**src/design/sbec_params.svh**
```systemverilog
// offsets, field positions and reset values of the bus error capture block
`ifndef SBEC_PARAMS_SVH
`define SBEC_PARAMS_SVH

// register indices on the internal processor register port
`define SBEC_IDX_STATUS 3'h0
`define SBEC_IDX_OUT_ADDR 3'h1
`define SBEC_IDX_OUT_CMD 3'h2
`define SBEC_IDX_IN_CMD 3'h3
`define SBEC_IDX_DATA_HI 3'h4
`define SBEC_IDX_DATA_LO 3'h5

// status flag bit positions
`define SBEC_BIT_MISSING_ACKNOWLEDGE_FLAG 0
`define SBEC_BIT_BADW 1
`define SBEC_BIT_LOST_OUT 2
`define SBEC_BIT_PARITY_ERROR_FLAG 3
`define SBEC_BIT_INCON 4
`define SBEC_BIT_LOST_PARITY_ERROR_FLAG 5
`define SBEC_FLAG_W 6

// outgoing command capture layout
`define SBEC_OC_CMD_LSB 0
`define SBEC_OC_ID_LSB 4
`define SBEC_OC_BE_LSB 8
`define SBEC_OC_LEN_LSB 30

// incoming command capture layout
`define SBEC_IC_CMD_LSB 0
`define SBEC_IC_ID_LSB 4
`define SBEC_IC_PAR_LSB 8

// parity sense: 1'h0 means even parity over each group and its parity line
`define SBEC_PAR_ODD 1'h0

// reset values of the register port outputs
`define SBEC_RDATA_RST 32'h0000_0000
`define SBEC_ACK_RST 1'h0

`endif

```
**src/design/sbec_pkg.sv**
```systemverilog
// types shared by the bus error capture block
`include "sbec_params.svh"
package sbec_pkg;

  typedef logic [31:0] sbec_word_t;
  typedef logic [`SBEC_FLAG_W-1:0] sbec_flags_t;

  // register selector, one-hot codes
  typedef enum logic [5:0] {
    SBEC_SEL_NONE     = 6'h00,
    SBEC_SEL_STATUS   = 6'h01,
    SBEC_SEL_OUT_ADDR = 6'h02,
    SBEC_SEL_OUT_CMD  = 6'h04,
    SBEC_SEL_IN_CMD   = 6'h08,
    SBEC_SEL_DATA_HI  = 6'h10,
    SBEC_SEL_DATA_LO  = 6'h20
  } sbec_sel_t;

endpackage

```
**src/design/sbec_hold_reg.sv**
```systemverilog
// load-enabled capture register, deliberately without reset
`timescale 1ns/100ps
module sbec_hold_reg #(
  parameter int W = 32
) (
  input wire logic clk_in,
  input wire logic load_in,
  input wire logic [W-1:0] d_in,
  output logic [W-1:0] q_out
);

  logic [W-1:0] hold_q;
  logic [W-1:0] hold_d;

  always_comb begin
    hold_d = load_in ? d_in : hold_q;
  end

  // contents survive reset, like the status they belong to
  always_ff @(posedge clk_in) begin
    hold_q <= hold_d;
  end

  assign q_out = hold_q;

endmodule

```
**src/design/sbec_par_grp.sv**
```systemverilog
// parity checker for one group of bus lines
`timescale 1ns/100ps
`include "sbec_params.svh"
module sbec_par_grp #(
  parameter int W = 32
) (
  input wire logic [W-1:0] data_in,
  input wire logic par_in,
  output logic fail_out
);

  always_comb begin
    fail_out = ((^data_in) ^ par_in) != `SBEC_PAR_ODD;
  end

endmodule

```
**src/design/sbec_top.sv**
```systemverilog
// system bus error capture: status flags, outgoing and incoming cycle captures
//
// Functional notes
// unacknowledged own cycle sets flag bit 0, freezes captures
// freeze keeps address cycle info of transaction
// no missing-ack after poison; same cycle both
// poisoned write-back data sets bit 1, freezes captures
// second outgoing error sets lost flag bit 2
// parity checked every cycle; bit 3, freeze input captures
// acknowledged parity failure sets bit 4 with bit 3
// no inconsistent flag once parity flag already set
// parity failure with parity flag set sets bit 5
// flags clear only by writing one
// status flags never initialised by reset
// address capture loads at ack slot while unlocked
// locked keeps first failure, else last acknowledged
// address capture read-only, low bus longword
// command capture: cmd 3:0, id 6:4, bytes 15:8
// length in 31:30, no high byte enables
// input captures load and lock together once
// input command capture holds cmd, id, parity
// raw bus lines 63:32 high, 31:0 low
// outgoing captures unlock when both flags clear
`timescale 1ns/100ps
`include "sbec_params.svh"
module sbec_top
  import sbec_pkg::*;
(
  input wire logic clk_in,
  input wire logic rstn_in,
  // bus observation, all sampled in the ack-due cycle
  // own address cycle, ack due this cycle
  input wire logic own_addr_slot_in,
  // own data cycle, ack due this cycle
  input wire logic own_data_slot_in,
  // any agent's cycle, ack due this cycle
  input wire logic any_cycle_slot_in,
  input wire logic ack_in,
  // own data cycle issued with the bad-write-data command
  input wire logic bad_wdata_in,
  input wire logic [63:0] bus_data_in,
  input wire logic [3:0] bus_cmd_in,
  input wire logic [2:0] bus_id_in,
  input wire logic [2:0] bus_parity_in,
  input wire logic [7:0] own_byte_en_in,
  input wire logic [1:0] own_len_in,
  // internal processor register port
  input wire logic ipr_sel_in,
  input wire logic ipr_wr_in,
  input wire logic [2:0] ipr_index_in,
  input wire logic [31:0] ipr_wdata_in,
  output logic [31:0] ipr_rdata_out,
  output logic ipr_ack_out,
  output logic [5:0] err_flags_out
);

  // bus line groups shared by parity check and captures
  sbec_word_t bus_lo;
  sbec_word_t bus_hi;
  logic [6:0] bus_ctl;

  always_comb begin
    bus_lo = bus_data_in[31:0];
    bus_hi = bus_data_in[63:32];
    bus_ctl = {bus_id_in, bus_cmd_in};
  end

  // parity check, three groups
  logic [2:0] par_fail;
  logic any_par_fail;

  sbec_par_grp #(.W(32)) u_par_lo (
    .data_in(bus_lo),
    .par_in(bus_parity_in[0]),
    .fail_out(par_fail[0])
  );

  sbec_par_grp #(.W(32)) u_par_hi (
    .data_in(bus_hi),
    .par_in(bus_parity_in[1]),
    .fail_out(par_fail[1])
  );

  sbec_par_grp #(.W(7)) u_par_ctl (
    .data_in(bus_ctl),
    .par_in(bus_parity_in[2]),
    .fail_out(par_fail[2])
  );

  always_comb begin
    any_par_fail = |par_fail;
  end

  // register port decode; unmapped indices select nothing
  sbec_sel_t sel;
  logic status_wr;

  always_comb begin
    sel = SBEC_SEL_NONE;
    if (ipr_sel_in) begin
      case (ipr_index_in)
        `SBEC_IDX_STATUS: sel = SBEC_SEL_STATUS;
        `SBEC_IDX_OUT_ADDR: sel = SBEC_SEL_OUT_ADDR;
        `SBEC_IDX_OUT_CMD: sel = SBEC_SEL_OUT_CMD;
        `SBEC_IDX_IN_CMD: sel = SBEC_SEL_IN_CMD;
        `SBEC_IDX_DATA_HI: sel = SBEC_SEL_DATA_HI;
        `SBEC_IDX_DATA_LO: sel = SBEC_SEL_DATA_LO;
        default: sel = SBEC_SEL_NONE;
      endcase
    end
  end

  // status is the only register that takes writes
  always_comb begin
    status_wr = ipr_wr_in && (sel == SBEC_SEL_STATUS);
  end

  // error events
  sbec_flags_t flags_q;
  sbec_flags_t flags_d;
  sbec_flags_t flag_set;
  sbec_flags_t flag_clr;
  logic own_slot;
  logic out_err_ev;
  logic missing_acknowledge_flag_ev;
  logic badw_ev;
  logic parity_error_flag_ev;
  logic out_locked;
  logic in_locked;

  always_comb begin
    own_slot = own_addr_slot_in || own_data_slot_in;
    // address or data cycle of ours that nobody acknowledged
    missing_acknowledge_flag_ev = own_slot && !ack_in;
    badw_ev = own_data_slot_in && bad_wdata_in;
    out_err_ev = missing_acknowledge_flag_ev || badw_ev;
    parity_error_flag_ev = any_cycle_slot_in && any_par_fail;
    // captures stay frozen until both outgoing flags are gone
    out_locked = flags_q[`SBEC_BIT_MISSING_ACKNOWLEDGE_FLAG] || flags_q[`SBEC_BIT_BADW];
    // incoming captures hold until the parity flag is cleared
    in_locked = flags_q[`SBEC_BIT_PARITY_ERROR_FLAG];
  end

  always_comb begin
    flag_set = '0;
    // a poison already recorded suppresses the missing-ack flag
    flag_set[`SBEC_BIT_MISSING_ACKNOWLEDGE_FLAG] = missing_acknowledge_flag_ev && !flags_q[`SBEC_BIT_BADW];
    flag_set[`SBEC_BIT_BADW] = badw_ev;
    // only the first outgoing error keeps its captures
    flag_set[`SBEC_BIT_LOST_OUT] = out_err_ev && out_locked;
    flag_set[`SBEC_BIT_PARITY_ERROR_FLAG] = parity_error_flag_ev;
    // acknowledged by someone else, only on the first failure
    flag_set[`SBEC_BIT_INCON] = parity_error_flag_ev && ack_in && !in_locked;
    // a later parity failure only marks the loss
    flag_set[`SBEC_BIT_LOST_PARITY_ERROR_FLAG] = parity_error_flag_ev && in_locked;
  end

  always_comb begin
    flag_clr = '0;
    if (status_wr) begin
      // ones clear, zeros leave the flag alone
      flag_clr[`SBEC_BIT_MISSING_ACKNOWLEDGE_FLAG] = ipr_wdata_in[`SBEC_BIT_MISSING_ACKNOWLEDGE_FLAG];
      flag_clr[`SBEC_BIT_BADW] = ipr_wdata_in[`SBEC_BIT_BADW];
      flag_clr[`SBEC_BIT_LOST_OUT] = ipr_wdata_in[`SBEC_BIT_LOST_OUT];
      flag_clr[`SBEC_BIT_PARITY_ERROR_FLAG] = ipr_wdata_in[`SBEC_BIT_PARITY_ERROR_FLAG];
      flag_clr[`SBEC_BIT_INCON] = ipr_wdata_in[`SBEC_BIT_INCON];
      flag_clr[`SBEC_BIT_LOST_PARITY_ERROR_FLAG] = ipr_wdata_in[`SBEC_BIT_LOST_PARITY_ERROR_FLAG];
    end
    // a set in the clearing cycle wins
    flags_d = (flags_q & ~flag_clr) | flag_set;
  end

  // no reset on purpose: flags come up arbitrary and survive reset
  // software writes all ones once before trusting them
  always_ff @(posedge clk_in) begin
    flags_q <= flags_d;
  end

  // outgoing captures
  logic out_load;
  sbec_word_t out_addr_d;
  sbec_word_t out_cmd_d;
  sbec_word_t out_addr_cap;
  sbec_word_t out_cmd_cap;

  always_comb begin
    // only address cycles load, so a data-cycle failure keeps
    // the address cycle of its own transaction
    // an unacknowledged address cycle still loads, then locks
    out_load = own_addr_slot_in && !out_locked;
    out_addr_d = bus_lo;
    // bits 7 and 29:16 read zero
    out_cmd_d = '0;
    out_cmd_d[`SBEC_OC_CMD_LSB +: 4] = bus_cmd_in;
    out_cmd_d[`SBEC_OC_ID_LSB +: 3] = bus_id_in;
    out_cmd_d[`SBEC_OC_BE_LSB +: 8] = own_byte_en_in;
    out_cmd_d[`SBEC_OC_LEN_LSB +: 2] = own_len_in;
  end

  // address and command captures share one load strobe
  sbec_hold_reg #(.W(32)) u_out_addr (
    .clk_in(clk_in),
    .load_in(out_load),
    .d_in(out_addr_d),
    .q_out(out_addr_cap)
  );

  sbec_hold_reg #(.W(32)) u_out_cmd (
    .clk_in(clk_in),
    .load_in(out_load),
    .d_in(out_cmd_d),
    .q_out(out_cmd_cap)
  );

  // incoming captures
  logic in_load;
  sbec_word_t in_cmd_d;
  sbec_word_t in_cmd_cap;
  sbec_word_t data_hi_cap;
  sbec_word_t data_lo_cap;

  always_comb begin
    // clear meeting a new failure: flag stays, captures keep the older cycle
    in_load = parity_error_flag_ev && !in_locked;
    // bits 7 and 31:11 read zero
    in_cmd_d = '0;
    in_cmd_d[`SBEC_IC_CMD_LSB +: 4] = bus_cmd_in;
    in_cmd_d[`SBEC_IC_ID_LSB +: 3] = bus_id_in;
    in_cmd_d[`SBEC_IC_PAR_LSB +: 3] = bus_parity_in;
  end

  // one load strobe keeps the three incoming captures together
  sbec_hold_reg #(.W(32)) u_in_cmd (
    .clk_in(clk_in),
    .load_in(in_load),
    .d_in(in_cmd_d),
    .q_out(in_cmd_cap)
  );

  sbec_hold_reg #(.W(32)) u_data_hi (
    .clk_in(clk_in),
    .load_in(in_load),
    .d_in(bus_hi),
    .q_out(data_hi_cap)
  );

  sbec_hold_reg #(.W(32)) u_data_lo (
    .clk_in(clk_in),
    .load_in(in_load),
    .d_in(bus_lo),
    .q_out(data_lo_cap)
  );

  // read path; writes to capture registers are ignored
  sbec_word_t status_word;
  sbec_word_t rdata_q;
  sbec_word_t rdata_d;
  logic ack_q;
  logic ack_d;
  logic rd_en;

  // status word: flags at their bit positions, upper bits read zero
  always_comb begin
    status_word = '0;
    status_word[`SBEC_BIT_MISSING_ACKNOWLEDGE_FLAG] = flags_q[`SBEC_BIT_MISSING_ACKNOWLEDGE_FLAG];
    status_word[`SBEC_BIT_BADW] = flags_q[`SBEC_BIT_BADW];
    status_word[`SBEC_BIT_LOST_OUT] = flags_q[`SBEC_BIT_LOST_OUT];
    status_word[`SBEC_BIT_PARITY_ERROR_FLAG] = flags_q[`SBEC_BIT_PARITY_ERROR_FLAG];
    status_word[`SBEC_BIT_INCON] = flags_q[`SBEC_BIT_INCON];
    status_word[`SBEC_BIT_LOST_PARITY_ERROR_FLAG] = flags_q[`SBEC_BIT_LOST_PARITY_ERROR_FLAG];
  end

  // every access is answered one cycle later, reads and writes alike
  always_comb begin
    ack_d = ipr_sel_in;
    rd_en = ipr_sel_in && !ipr_wr_in;
    rdata_d = '0;
    if (rd_en) begin
      case (sel)
        SBEC_SEL_STATUS: rdata_d = status_word;
        SBEC_SEL_OUT_ADDR: rdata_d = out_addr_cap;
        SBEC_SEL_OUT_CMD: rdata_d = out_cmd_cap;
        SBEC_SEL_IN_CMD: rdata_d = in_cmd_cap;
        SBEC_SEL_DATA_HI: rdata_d = data_hi_cap;
        SBEC_SEL_DATA_LO: rdata_d = data_lo_cap;
        default: rdata_d = '0;
      endcase
    end
  end

  // only the port outputs reset; flags and captures keep their state
  always_ff @(posedge clk_in or negedge rstn_in) begin
    if (!rstn_in) begin
      rdata_q <= `SBEC_RDATA_RST;
      ack_q <= `SBEC_ACK_RST;
    end else begin
      rdata_q <= rdata_d;
      ack_q <= ack_d;
    end
  end

  assign ipr_rdata_out = rdata_q;
  assign ipr_ack_out = ack_q;
  assign err_flags_out = flags_q;

endmodule

```
**config.mk**
```make
export PLATFORM = sky130hd
export DESIGN_NAME = sbec_top
export DESIGN_NICKNAME = d
export VERILOG_FILES = /design/src/design/sbec_pkg.sv /design/src/design/sbec_hold_reg.sv /design/src/design/sbec_par_grp.sv /design/src/design/sbec_top.sv
export VERILOG_INCLUDE_DIRS = /design/src /design/src/design
export SDC_FILE = /design/constraint.sdc
export NUM_CORES = 1
export LEC_CHECK = 0
export BUFFER_PORTS_ARGS = -buffer_cell sky130_fd_sc_hd__buf_2
export CORE_MARGIN = 3
export CORE_UTILIZATION = 60
export DETAILED_ROUTE_END_ITERATION = 10
export GPL_TIMING_DRIVEN = 0
export PLACE_DENSITY = 0.91
export SLEW_MARGIN = 20
export SYNTH_ARGS = -nofsm -noshare
export SYNTH_HDL_FRONTEND = slang
export SYNTH_HIERARCHICAL = 1
export SYNTH_SLANG_ARGS = --single-unit
```
**constraint.sdc**
```tcl
create_clock -name clk_in -period 8.1 [get_ports clk_in]
set_input_delay 0.81 -clock clk_in [delete_from_list [all_inputs] [get_ports clk_in]]
set_output_delay 0.81 -clock clk_in [all_outputs]
set_load 0.01 [all_outputs]
```
# Yosys cells after proc, flatten, opt, wreduce, memory -nomap -nowiden
# Index checks and enable logic that the tools add are counted.
[totals]
regBits = 162
in_bits = 128
output_inout_bits = 39
wordCells = 55
[op_classes]
bitwise = 6
reduce_logical = 25
eq_ne = 11
n_mux = 5
[op_table]
columns = ["operator", "count"]
rows = [
  ["32-bit case mux with 6 select lines", 1],
  ["32-bit XOR reduction", 2],
  ["6-bit case mux with 6 select lines", 1],
  ["32-bit 2-to-1 mux", 1],
  ["1-bit logical AND", 12],
  ["6-bit 2-to-1 mux", 2],
  ["7-bit XOR reduction", 1],
  ["6-bit bitwise AND", 1],
  ["3-bit by 2-bit == test with 1-bit output (second input constant)", 2],
  ["3-bit == test (second input constant)", 2],
  ["6-bit by 1-bit == test with 1-bit output (second input constant)", 1],
  ["6-bit by 2-bit == test with 1-bit output (second input constant)", 1],
  ["6-bit by 3-bit == test with 1-bit output (second input constant)", 1],
  ["6-bit by 4-bit == test with 1-bit output (second input constant)", 1],
  ["6-bit by 5-bit == test with 1-bit output (second input constant)", 1],
  ["6-bit == test (second input constant)", 1],
  ["6-bit inverter", 1],
  ["6-bit bitwise OR", 1],
  ["1-bit zero test", 5],
  ["3-bit by 1-bit == test with 1-bit output (second input constant)", 1],
  ["3-bit zero test", 1],
  ["1-bit logical OR", 3],
  ["3-bit OR reduction", 1],
  ["1-bit XOR", 3],
]

# Longest topological paths before layout
# Gate-level depths: netlist of run 1.
[depth]
word_depth = 9
depth_mapped = 8
ltp_nobuf = 8

# Cells and area by module
# Netlist of run 1, hierarchy kept.
[by_module_without_submodules]
columns = ["mod", "seq_area_each_um2", "area_per_inst_um2", "cells_per_inst", "n_inst"]
rows = [
  ["sbec_hold_reg", 960.9, 960.9, 32, 5],
  ["sbec_top", 945.9, 2984.1, 276, 1],
  ["sbec_par_grp at u_par_hi ...", 0.0, 285.3, 31, 2],
  ["sbec_par_grp at u_par_ctl", 0.0, 61.3, 7, 1],
]

# Worst setup path after synthesis of run 1
# OpenSTA, ideal clock, no wires.
[synth_path]
path_type = "input to register"
from = "input bus_data_in[63]"
to = "register flags_q[4], in the netlist err_flags_out[4]"
arrival_time_ps = 6801
cell_stages = 8
path_buffers = 0
setup_slack_ps = 1224
cell_sequence = "xnor2_1 > xnor2_1 > xnor2_1 > xnor3_1 > xnor2_1 > o31a_1 > nor2b_1 > a22o_1"
[synth_between]
elab_chain_len = 7
[synth_rtl]
columns = ["element", "line_no", "rtl"]
rows = [
  ["start, declared", "sbec_top.sv:41", "input wire logic [63:0] bus_data_in,"],
  ["32-bit XOR reduction", "sbec_par_grp.sv:13", "fail_out = ((^data_in) ^ par_in) != `SBEC_PAR_ODD;"],
  ["1-bit XOR", "sbec_par_grp.sv:13", ""],
  ["net par_fail[1]", "sbec_top.sv:69", "logic [2:0] par_fail;"],
  ["3-bit OR reduction", "sbec_top.sv:91", "any_par_fail = |par_fail;"],
  ["1-bit logical AND", "sbec_top.sv:137", "parity_error_flag_ev = any_cycle_slot_in && any_par_fail;"],
  ["1-bit logical AND (2 in a row)", "sbec_top.sv:153", "flag_set[`SBEC_BIT_INCON] = parity_error_flag_ev && ack_in && !in_locked;"],
  ["6-bit bitwise OR", "sbec_top.sv:170", "flags_d = (flags_q & ~flag_clr) | flag_set;"],
  ["net flags_d[4]", "sbec_top.sv:120", "sbec_flags_t flags_d;"],
  ["end signal, assigned", "sbec_top.sv:176", "flags_q <= flags_d;"],
  ["end, declared", "sbec_top.sv:119", "sbec_flags_t flags_q;"],
]
# The timed path passes the listed nets, and every way through them passes these cells.
# A chain may end at the register's enable or synchronous reset.

==> results.toml, run 1 <==
[worst_setup_path]
cp.buffers_inverters = 3
cp_cell_sequence = "buf_2 > xnor2_1 > xnor2_1 > xnor2_1 > xnor3_1 > xnor2_1 > o31a_1 > nor2b_4 > buf_12 > buf_16"
reg2reg_depth = 3
critPathMaxStageDelay_ns = 0.72
cp.required_ns = 8.24
r2r-end = "u_in_cmd/q_out[20]"
crit_arrival_ns = 3.79
path_class = "in -> reg"
path_common_cell = "xnor2_1"
r2r-start = "err_flags_out[3]"
cp_top_family = "XOR/XNOR gates"
slowest_stage = "nor2b_4"
r2r_setup_slack_ns = 6.28
startpoint_type = "input port"
critPathCaptureType = "flop"
worstPathMaxFanout = 25

[finish]
final_cell_mix = "edfxtp_1 (160), buf_2 (153), xnor2_1 (60)"
antennaDiodeCount = 0
nFillCells = 789
drive_above_1_share_pct = 38.41
areaGrowthSynthToFinish_pct = 20.88
nets = 831
fin_cells = 892
final_common_cell = "edfxtp_1"

[detailed_routing]
ant_nets = 0
wirelength_um = 19310
drc = 0
via_per_inst = 5.808
wire_per_inst_um = 21.65
first_pass_iters = 5
vias = 5181
drt_iter0_drc = 510

[clock_network]
cts_setup_buffers = 0
cts_tree = "yes"
clk_path_buf_depth = 2
htree_levels = 4
clock_sinks = 199
cts.root.buffer_cell = "clkbuf_16"
clock_latency_ns = 0.44
path_clk_slew_ns = 0.06
cts_hold_buffers = 0
cts_inserted_buffers = 17
cts_resized = 0

[grt]
grt_pass1_wl_um = 29910
grt_start_max_net_pins = 35
antenna_found_initial = 0
grt_pass1_vias = 5478
grt_overflow_total = 0
grtUsageTotal_pct = 25.57

[placement]
placed_cells = 860
portBuffers = 139
globalplace.congestion = 0.8092
place_hpwl_um = 13120

[synth]
post_synth_num_cell_types = 39
synth_top_flop_cell = "edfxtp_1"
synth_top_area_share_pct = 57.06
syn_inst = 505
ys_seq_area_share_pct = 68.29
synth_area_leaders = "edfxtp_1 (57%), dfrtp_1 (9.8%), xnor2_1 (6.2%), and3b_1 (5.3%), mux2_2 (3.5%)"
netlist_area_um2 = 8421
synth_area_per_cell_um2 = 16.67
synth_warnings = 6
synth_edf_count = 160
ys_seq_elements = 199
synth_top_cell_by_area = "edfxtp_1"
synthArstFlopShare_pct = 16.58

[timing]
post-route-period-util_pct = 45.11
fin_tns_setup_ns = 0
rsz0062_at_grt = "no"
setup_viol = 0
finalHoldViolCount = 0
skew_ns = 0.007129
whs_ns = 0.4725
max_freq_ghz = 0.2737
max_slew_margin_pct = 44.01
tightest_slew_ns = 0.8398
drv_slew = 0
period_needed_ns = 3.654

[pwr]
pwr_density_cell_nw_per_um2 = 223.4
power_frac_comb_pct = 12.1
p_seq_share_pct = 50.1
sw_frac_of_total_pct = 22.00
p_int_w = 0.001774
p_leak_nw = 3.982
p_sw_w = 0.0005002
clkPwrFrac_pct = 37.8
p_total_w = 0.002274
worst_ir_drop_vdd_mv = 0.1649

[floorplanning]
die_y_um = 124.5
coreArea_um2 = 13510
die_w_um = 124.5
ios = 167
placementRows = 42
die-area_um2 = 15490
start_util_pct = 62.35

[hold_path]
hp-class = "in -> async"

[run]
maxCapViolations = 0

[run_status]
status = "completed"
-- through the flow --
stage	cell area [µm²]	utilization [%]	setup slack, ns
6_report	10180	75.37	4.446
5_1_grt	10180	75.37	4.344
4_1_cts	10180	75.37	4.463
3_5_place_dp	9569	70.85	4.105
3_3_place_gp	9472	70.13	-1.153
2_1_floorplan	8556	-	1.224
-- routing by layer --
| metal | vias to the layer above | part of all wire, % | routed length (µm) | global-route usage, % |
|---|---|---|---|---|
| met5 | - | 0 | 0 | 0 |
| met4 | 0 | 3.0 | 583 | 10.64 |
| met3 | 54 | 8.9 | 1712 | 5.961 |
| met2 | 310 | 51 | 9788 | 42.46 |
| met1 | 2541 | 37 | 7225 | 32.61 |
| li1 | 2276 | - | - | - |
-- cells by family after synthesis --
logic type / Yosys count / share of synthesized area [%]
buffers and inverters: 30 / 2.303
DFF: 199 / 68.29
other: 1 / 0.04453
AOI/OAI and AO/OA: 94 / 9.094
muxes: 39 / 6.003
and+or+nand+nor: 73 / 6.761
xor gates and xnor gates: 69 / 7.504
-- worst max path at each step --
stage / from / end / slack, ns / depth (start not counted)
2_1_floorplan: bus_data_in[63] / err_flags_out[4] / 1.22 / 8
3_3_place_gp: bus_data_in[59] / err_flags_out[4] / -1.15 / 9
3_5_place_dp: bus_data_in[27] / u_data_hi/q_out[22] / 4.11 / 10
4_1_cts: bus_data_in[27] / u_in_cmd/q_out[25] / 4.46 / 10
5_1_grt: bus_data_in[27] / u_in_cmd/q_out[25] / 4.34 / 10
6_report: bus_data_in[27] / u_in_cmd/q_out[20] / 4.45 / 10
-- power groups by stage --
stage	Combinational (W)	Sequential, W	Clock (W)
final	0.000276	0.00114	0.000859
after global routing	0.000292	0.00114	0.000912
after CTS	0.000275	0.00114	0.000869
after detailed placement	0.000271	0.00116	0
after global placement	0.000255	0.00116	0
after floorplan	0.000163	0.00116	0
-- cell type report --
type	instances	area [µm²]	share of cell area (%)
tap	176	220.2	2.163
clock buffer	22	484.2	4.757
multi-input combinational	312	2621	25.75
inverter	1	3.754	0.03688
buffer	29	190.2	1.868
sequential	199	5751	56.50
timing repair buffer	143	783.3	7.695
clock inverter	10	125.1	1.229
-- synth_stat cells, types with 3 or more instances --
| cell | number |
|---|---|
| mux4_2 | 6 |
| buf_4 | 6 |
| a21oi_2 | 22 |
| dfxtp_1 | 6 |
| mux2_1 | 6 |
| a21o_1 | 3 |
| nand3_1 | 6 |
| xor2_1 | 7 |
| a21oi_1 | 6 |
| buf_8 | 3 |
| and3b_1 | 51 |
| a22o_1 | 3 |
| buf_2 | 14 |
| edfxtp_1 | 160 |
| mux2_2 | 26 |
| dfrtp_1 | 33 |
| o21ai_1 | 10 |
| clkbuf_1 | 5 |
| nor2_1 | 7 |
| a22oi_2 | 20 |
| o21ai_0 | 15 |
| xnor2_1 | 60 |
| a22oi_1 | 11 |
-- state kept, by name, indices dropped and copies added, names as in the netlist --
| signal | flops |
|---|---|
| u_out_addr/q_out | 32 |
| ipr_ack_out | 1 |
| u_data_lo/q_out | 32 |
| u_out_cmd/q_out | 32 |
| u_data_hi/q_out | 32 |
| u_in_cmd/q_out | 32 |
| err_flags_out | 6 |
| ipr_rdata_out | 32 |
Note: power is estimated with default switching activity, not from simulation.
==> inputs of run 2 (changes only) <==
--- a/config.mk
+++ b/config.mk
@@ -6,12 +6,13 @@
 export SDC_FILE = /design/constraint.sdc
 export NUM_CORES = 1
 export LEC_CHECK = 0
+export ABC_AREA = 1
 export BUFFER_PORTS_ARGS = -buffer_cell sky130_fd_sc_hd__buf_2
 export CORE_MARGIN = 3
-export CORE_UTILIZATION = 60
+export CORE_UTILIZATION = 51
 export DETAILED_ROUTE_END_ITERATION = 10
 export GPL_TIMING_DRIVEN = 0
-export PLACE_DENSITY = 0.91
+export PLACE_DENSITY = 0.82
 export SLEW_MARGIN = 20
 export SYNTH_ARGS = -nofsm -noshare
 export SYNTH_HDL_FRONTEND = slang
==> constraint.sdc (replaced) <==
create_clock -name clk_in -period 3.2 [get_ports clk_in]
set_input_delay 0.32 -clock clk_in [delete_from_list [all_inputs] [get_ports clk_in]]
set_output_delay 0.32 -clock clk_in [all_outputs]
set_load 0.01 [all_outputs]
==> run 2 against run 1 <==
The run now ends with negative hold slack left. Power increased by 140%. Combinational power increased by 110%. Critical path depth increased by 11. Sequential power increased to 2.5 times the previous value. Cell area increased by 8.8%. Flip-flop and latch count unchanged. First-iteration DRC count increased by 59%. Count of clock-buffer cells in the layout increased by 3. Utilization decreased by 12 points. Critical path type unchanged. Largest power group unchanged.
==> results.toml, run 2 <==
[pwr]
pwr_density_cell_nw_per_um2 = 499.3
clkPwrFrac_pct = 37.8
power_frac_comb_pct = 10.6
p_sw_w = 0.001292
p_leak_nw = 5.431
p_seq_share_pct = 51.5
p_total_w = 0.005530
worst_ir_drop_vdd_mv = 0.4012
p_int_w = 0.004238
sw_frac_of_total_pct = 23.36

[clock_network]
clk_path_buf_depth = 2
cts.root.buffer_cell = "clkbuf_16"
cts_inserted_buffers = 17
cts_setup_buffers = 0
cts_tree = "yes"
cts_resized = 0
cts_hold_buffers = 0
htree_levels = 4
clock_latency_ns = 0.44
path_clk_slew_ns = 0.07
clock_sinks = 199

[timing]
worst_slack_ns = 0.2770
max_slew_margin_pct = 41.69
whs_ns = -0.006552
skew_ns = 0.01490
max_freq_ghz = 0.3421
finalHoldViolCount = 10
rsz0062_at_grt = "no"
setup_viol = 0
drv_slew = 0
tightest_slew_ns = 0.8746
post-route-period-util_pct = 91.34
period_needed_ns = 2.923

[worst_setup_path]
path_common_cell = "nand2_1"
crit_arrival_ns = 3.07
startpoint_type = "input port"
r2r-start = "err_flags_out[3]"
reg2reg_depth = 4
critPathCaptureType = "flop"
critPathMaxStageDelay_ns = 0.59
worstPathMaxFanout = 22
slowest_stage = "nor2_4"
r2r-end = "u_data_hi/q_out[26]"
r2r_setup_slack_ns = 1.32
cp.required_ns = 3.35
path_class = "in -> reg"
cp_cell_sequence = "buf_2 > inv_1 > nand2_1 > nand2_1 > inv_1 > nand2_1 > nand2_1 > nand2_1 > nand2_1 > nand2_1 > nand2_1 > nand2_1 > nand3_1 > nand2_1 > nor3_1 > nor2_1 > inv_1 > nor2_4 > buf_16 > buf_16 > buf_16"
crit_path_start = "bus_data_in[24]"

[grt]
grt_pass1_vias = 7107
grt_start_max_net_pins = 34
grt_overflow_total = 0
antenna_found_initial = 7
grt_pass1_wl_um = 35040
grtUsageTotal_pct = 23.25

[floorplanning]
die-area_um2 = 19640
start_util_pct = 52.50
die_w_um = 140.1
placementRows = 48
die_y_um = 140.1
coreArea_um2 = 17480
ios = 167

[placement]
place_hpwl_um = 16560
dpl_worst_slack_ns = -0.03528
placed_cells = 1463
globalplace.congestion = 0.8658
portBuffers = 140

[finish]
areaGrowthSynthToFinish_pct = 20.73
nFillCells = 1365
drive_above_1_share_pct = 15.91
seq_area_um2 = 5751
final_common_cell = "nand2_1"
multi_input_area_um2 = 3110
fin_cells = 1500
nets = 1385
final_cell_mix = "nand2_1 (537), edfxtp_1 (160), buf_2 (157)"

[run_status]
violations = "negative hold slack"
status = "finished, violations left"

[synth]
synth_warnings = 6
synth_top_area_share_pct = 52.37
ys_seq_elements = 199
yosysMostFrequentCell = "nand2_1"
synth_area_per_cell_um2 = 8.713
synthArstFlopShare_pct = 16.58
ys_seq_area_share_pct = 62.68
synth_area_leaders = "edfxtp_1 (52%), nand2_1 (22%), dfrtp_1 (9.0%), nand3_1 (5.6%), inv_1 (3.9%)"
post_synth_num_cell_types = 20
netlist_area_um2 = 9175
syn_inst = 1053
synth_top_flop_cell = "edfxtp_1"
synth_common_cells = "nand2_1 (537), edfxtp_1 (160), nand3_1 (103), inv_1 (95), nor2_1 (72)"
synth_top_cell_by_area = "edfxtp_1"
synth_edf_count = 160

[detailed_routing]
via_per_inst = 5.117
drc = 0
wire_per_inst_um = 15.36
first_pass_iters = 8
drt_iter0_drc = 810
ant_nets = 0
vias = 7675
wirelength_um = 23040

[hold_path]
hp-class = "in -> async"

[run]
maxCapViolations = 0
[run 2: worst max-delay path by stage]
stage,end,cells after the start
2_1_floorplan,u_data_hi/q_out[0],17
4_1_cts,u_data_hi/q_out[23],21
5_1_grt,u_data_hi/q_out[28],21
6_report,u_data_hi/q_out[26],21
3_3_place_gp,u_data_hi/q_out[18],18
3_5_place_dp,u_data_hi/q_out[18],21
[run 2: layer usage]
layer	track usage, %	up-vias	wire, µm	part of all wire [%]
li1	-	3716	-	-
met1	29.13	3519	9061	39
met2	38.54	363	11040	48
met3	4.916	71	1992	8.6
met4	11.52	6	901	3.9
met5	0	-	41	0.18
[run 2: through the flow]
stage	cell area, µm²	TNS [ns]	hold slack, ns	util (%)
final	11080	0	-0.006552	63.38
after global routing	11070	0	0.03478	63.37
after CTS	11060	0	0.01099	63.31
after detailed placement	10480	-0.6875	0.4557	59.97
after global placement	10310	-110.57	0.4557	59.00
after floorplan	9329	0	0.02441	-
[run 2: cell families (layout without fill, tap and decap cells)]
| logic type | count (synthesis) | count (layout) | share of synthesized area (%) |
|---|---|---|---|
| compound gates | 8 | 8 | 0.4364 |
| xor+xnor | 7 | 7 | 0.6682 |
| buf+inv | 118 | 299 | 5.100 |
| flops | 199 | 199 | 62.68 |
| other cells | 1 | 42 | 0.04087 |
| simple gates | 720 | 720 | 31.08 |
[run 2: cell type report]
type | instances | share of cell area (%)
Antenna cell | 5 | 0.1130
Buffer | 23 | 1.005
Clock buffer | 25 | 4.383
Clock inverter | 7 | 0.8811
Inverter | 95 | 3.219
Multi-Input combinational cell | 772 | 28.08
Sequential cell | 199 | 51.91
Tap cell | 225 | 2.542
Timing Repair Buffer | 149 | 7.862
[run 2: power by group through the flow]
| stage | sequential, W | clock, W | combinational [W] |
|---|---|---|---|
| floorplan | 0.00291 | 0 | 0.000325 |
| global placement | 0.00290 | 0 | 0.000532 |
| detailed placement | 0.00290 | 0 | 0.000564 |
| CTS | 0.00285 | 0.00211 | 0.000574 |
| global route | 0.00285 | 0.00222 | 0.000659 |
| finish | 0.00285 | 0.00209 | 0.000589 |
[run 2: critical path: cells and delay by family]
| kind | cells | cell delay (ns) |
|---|---|---|
| and+or+nand+nor | 14 | 1.76 |
| buffers and inverters | 7 | 0.95 |
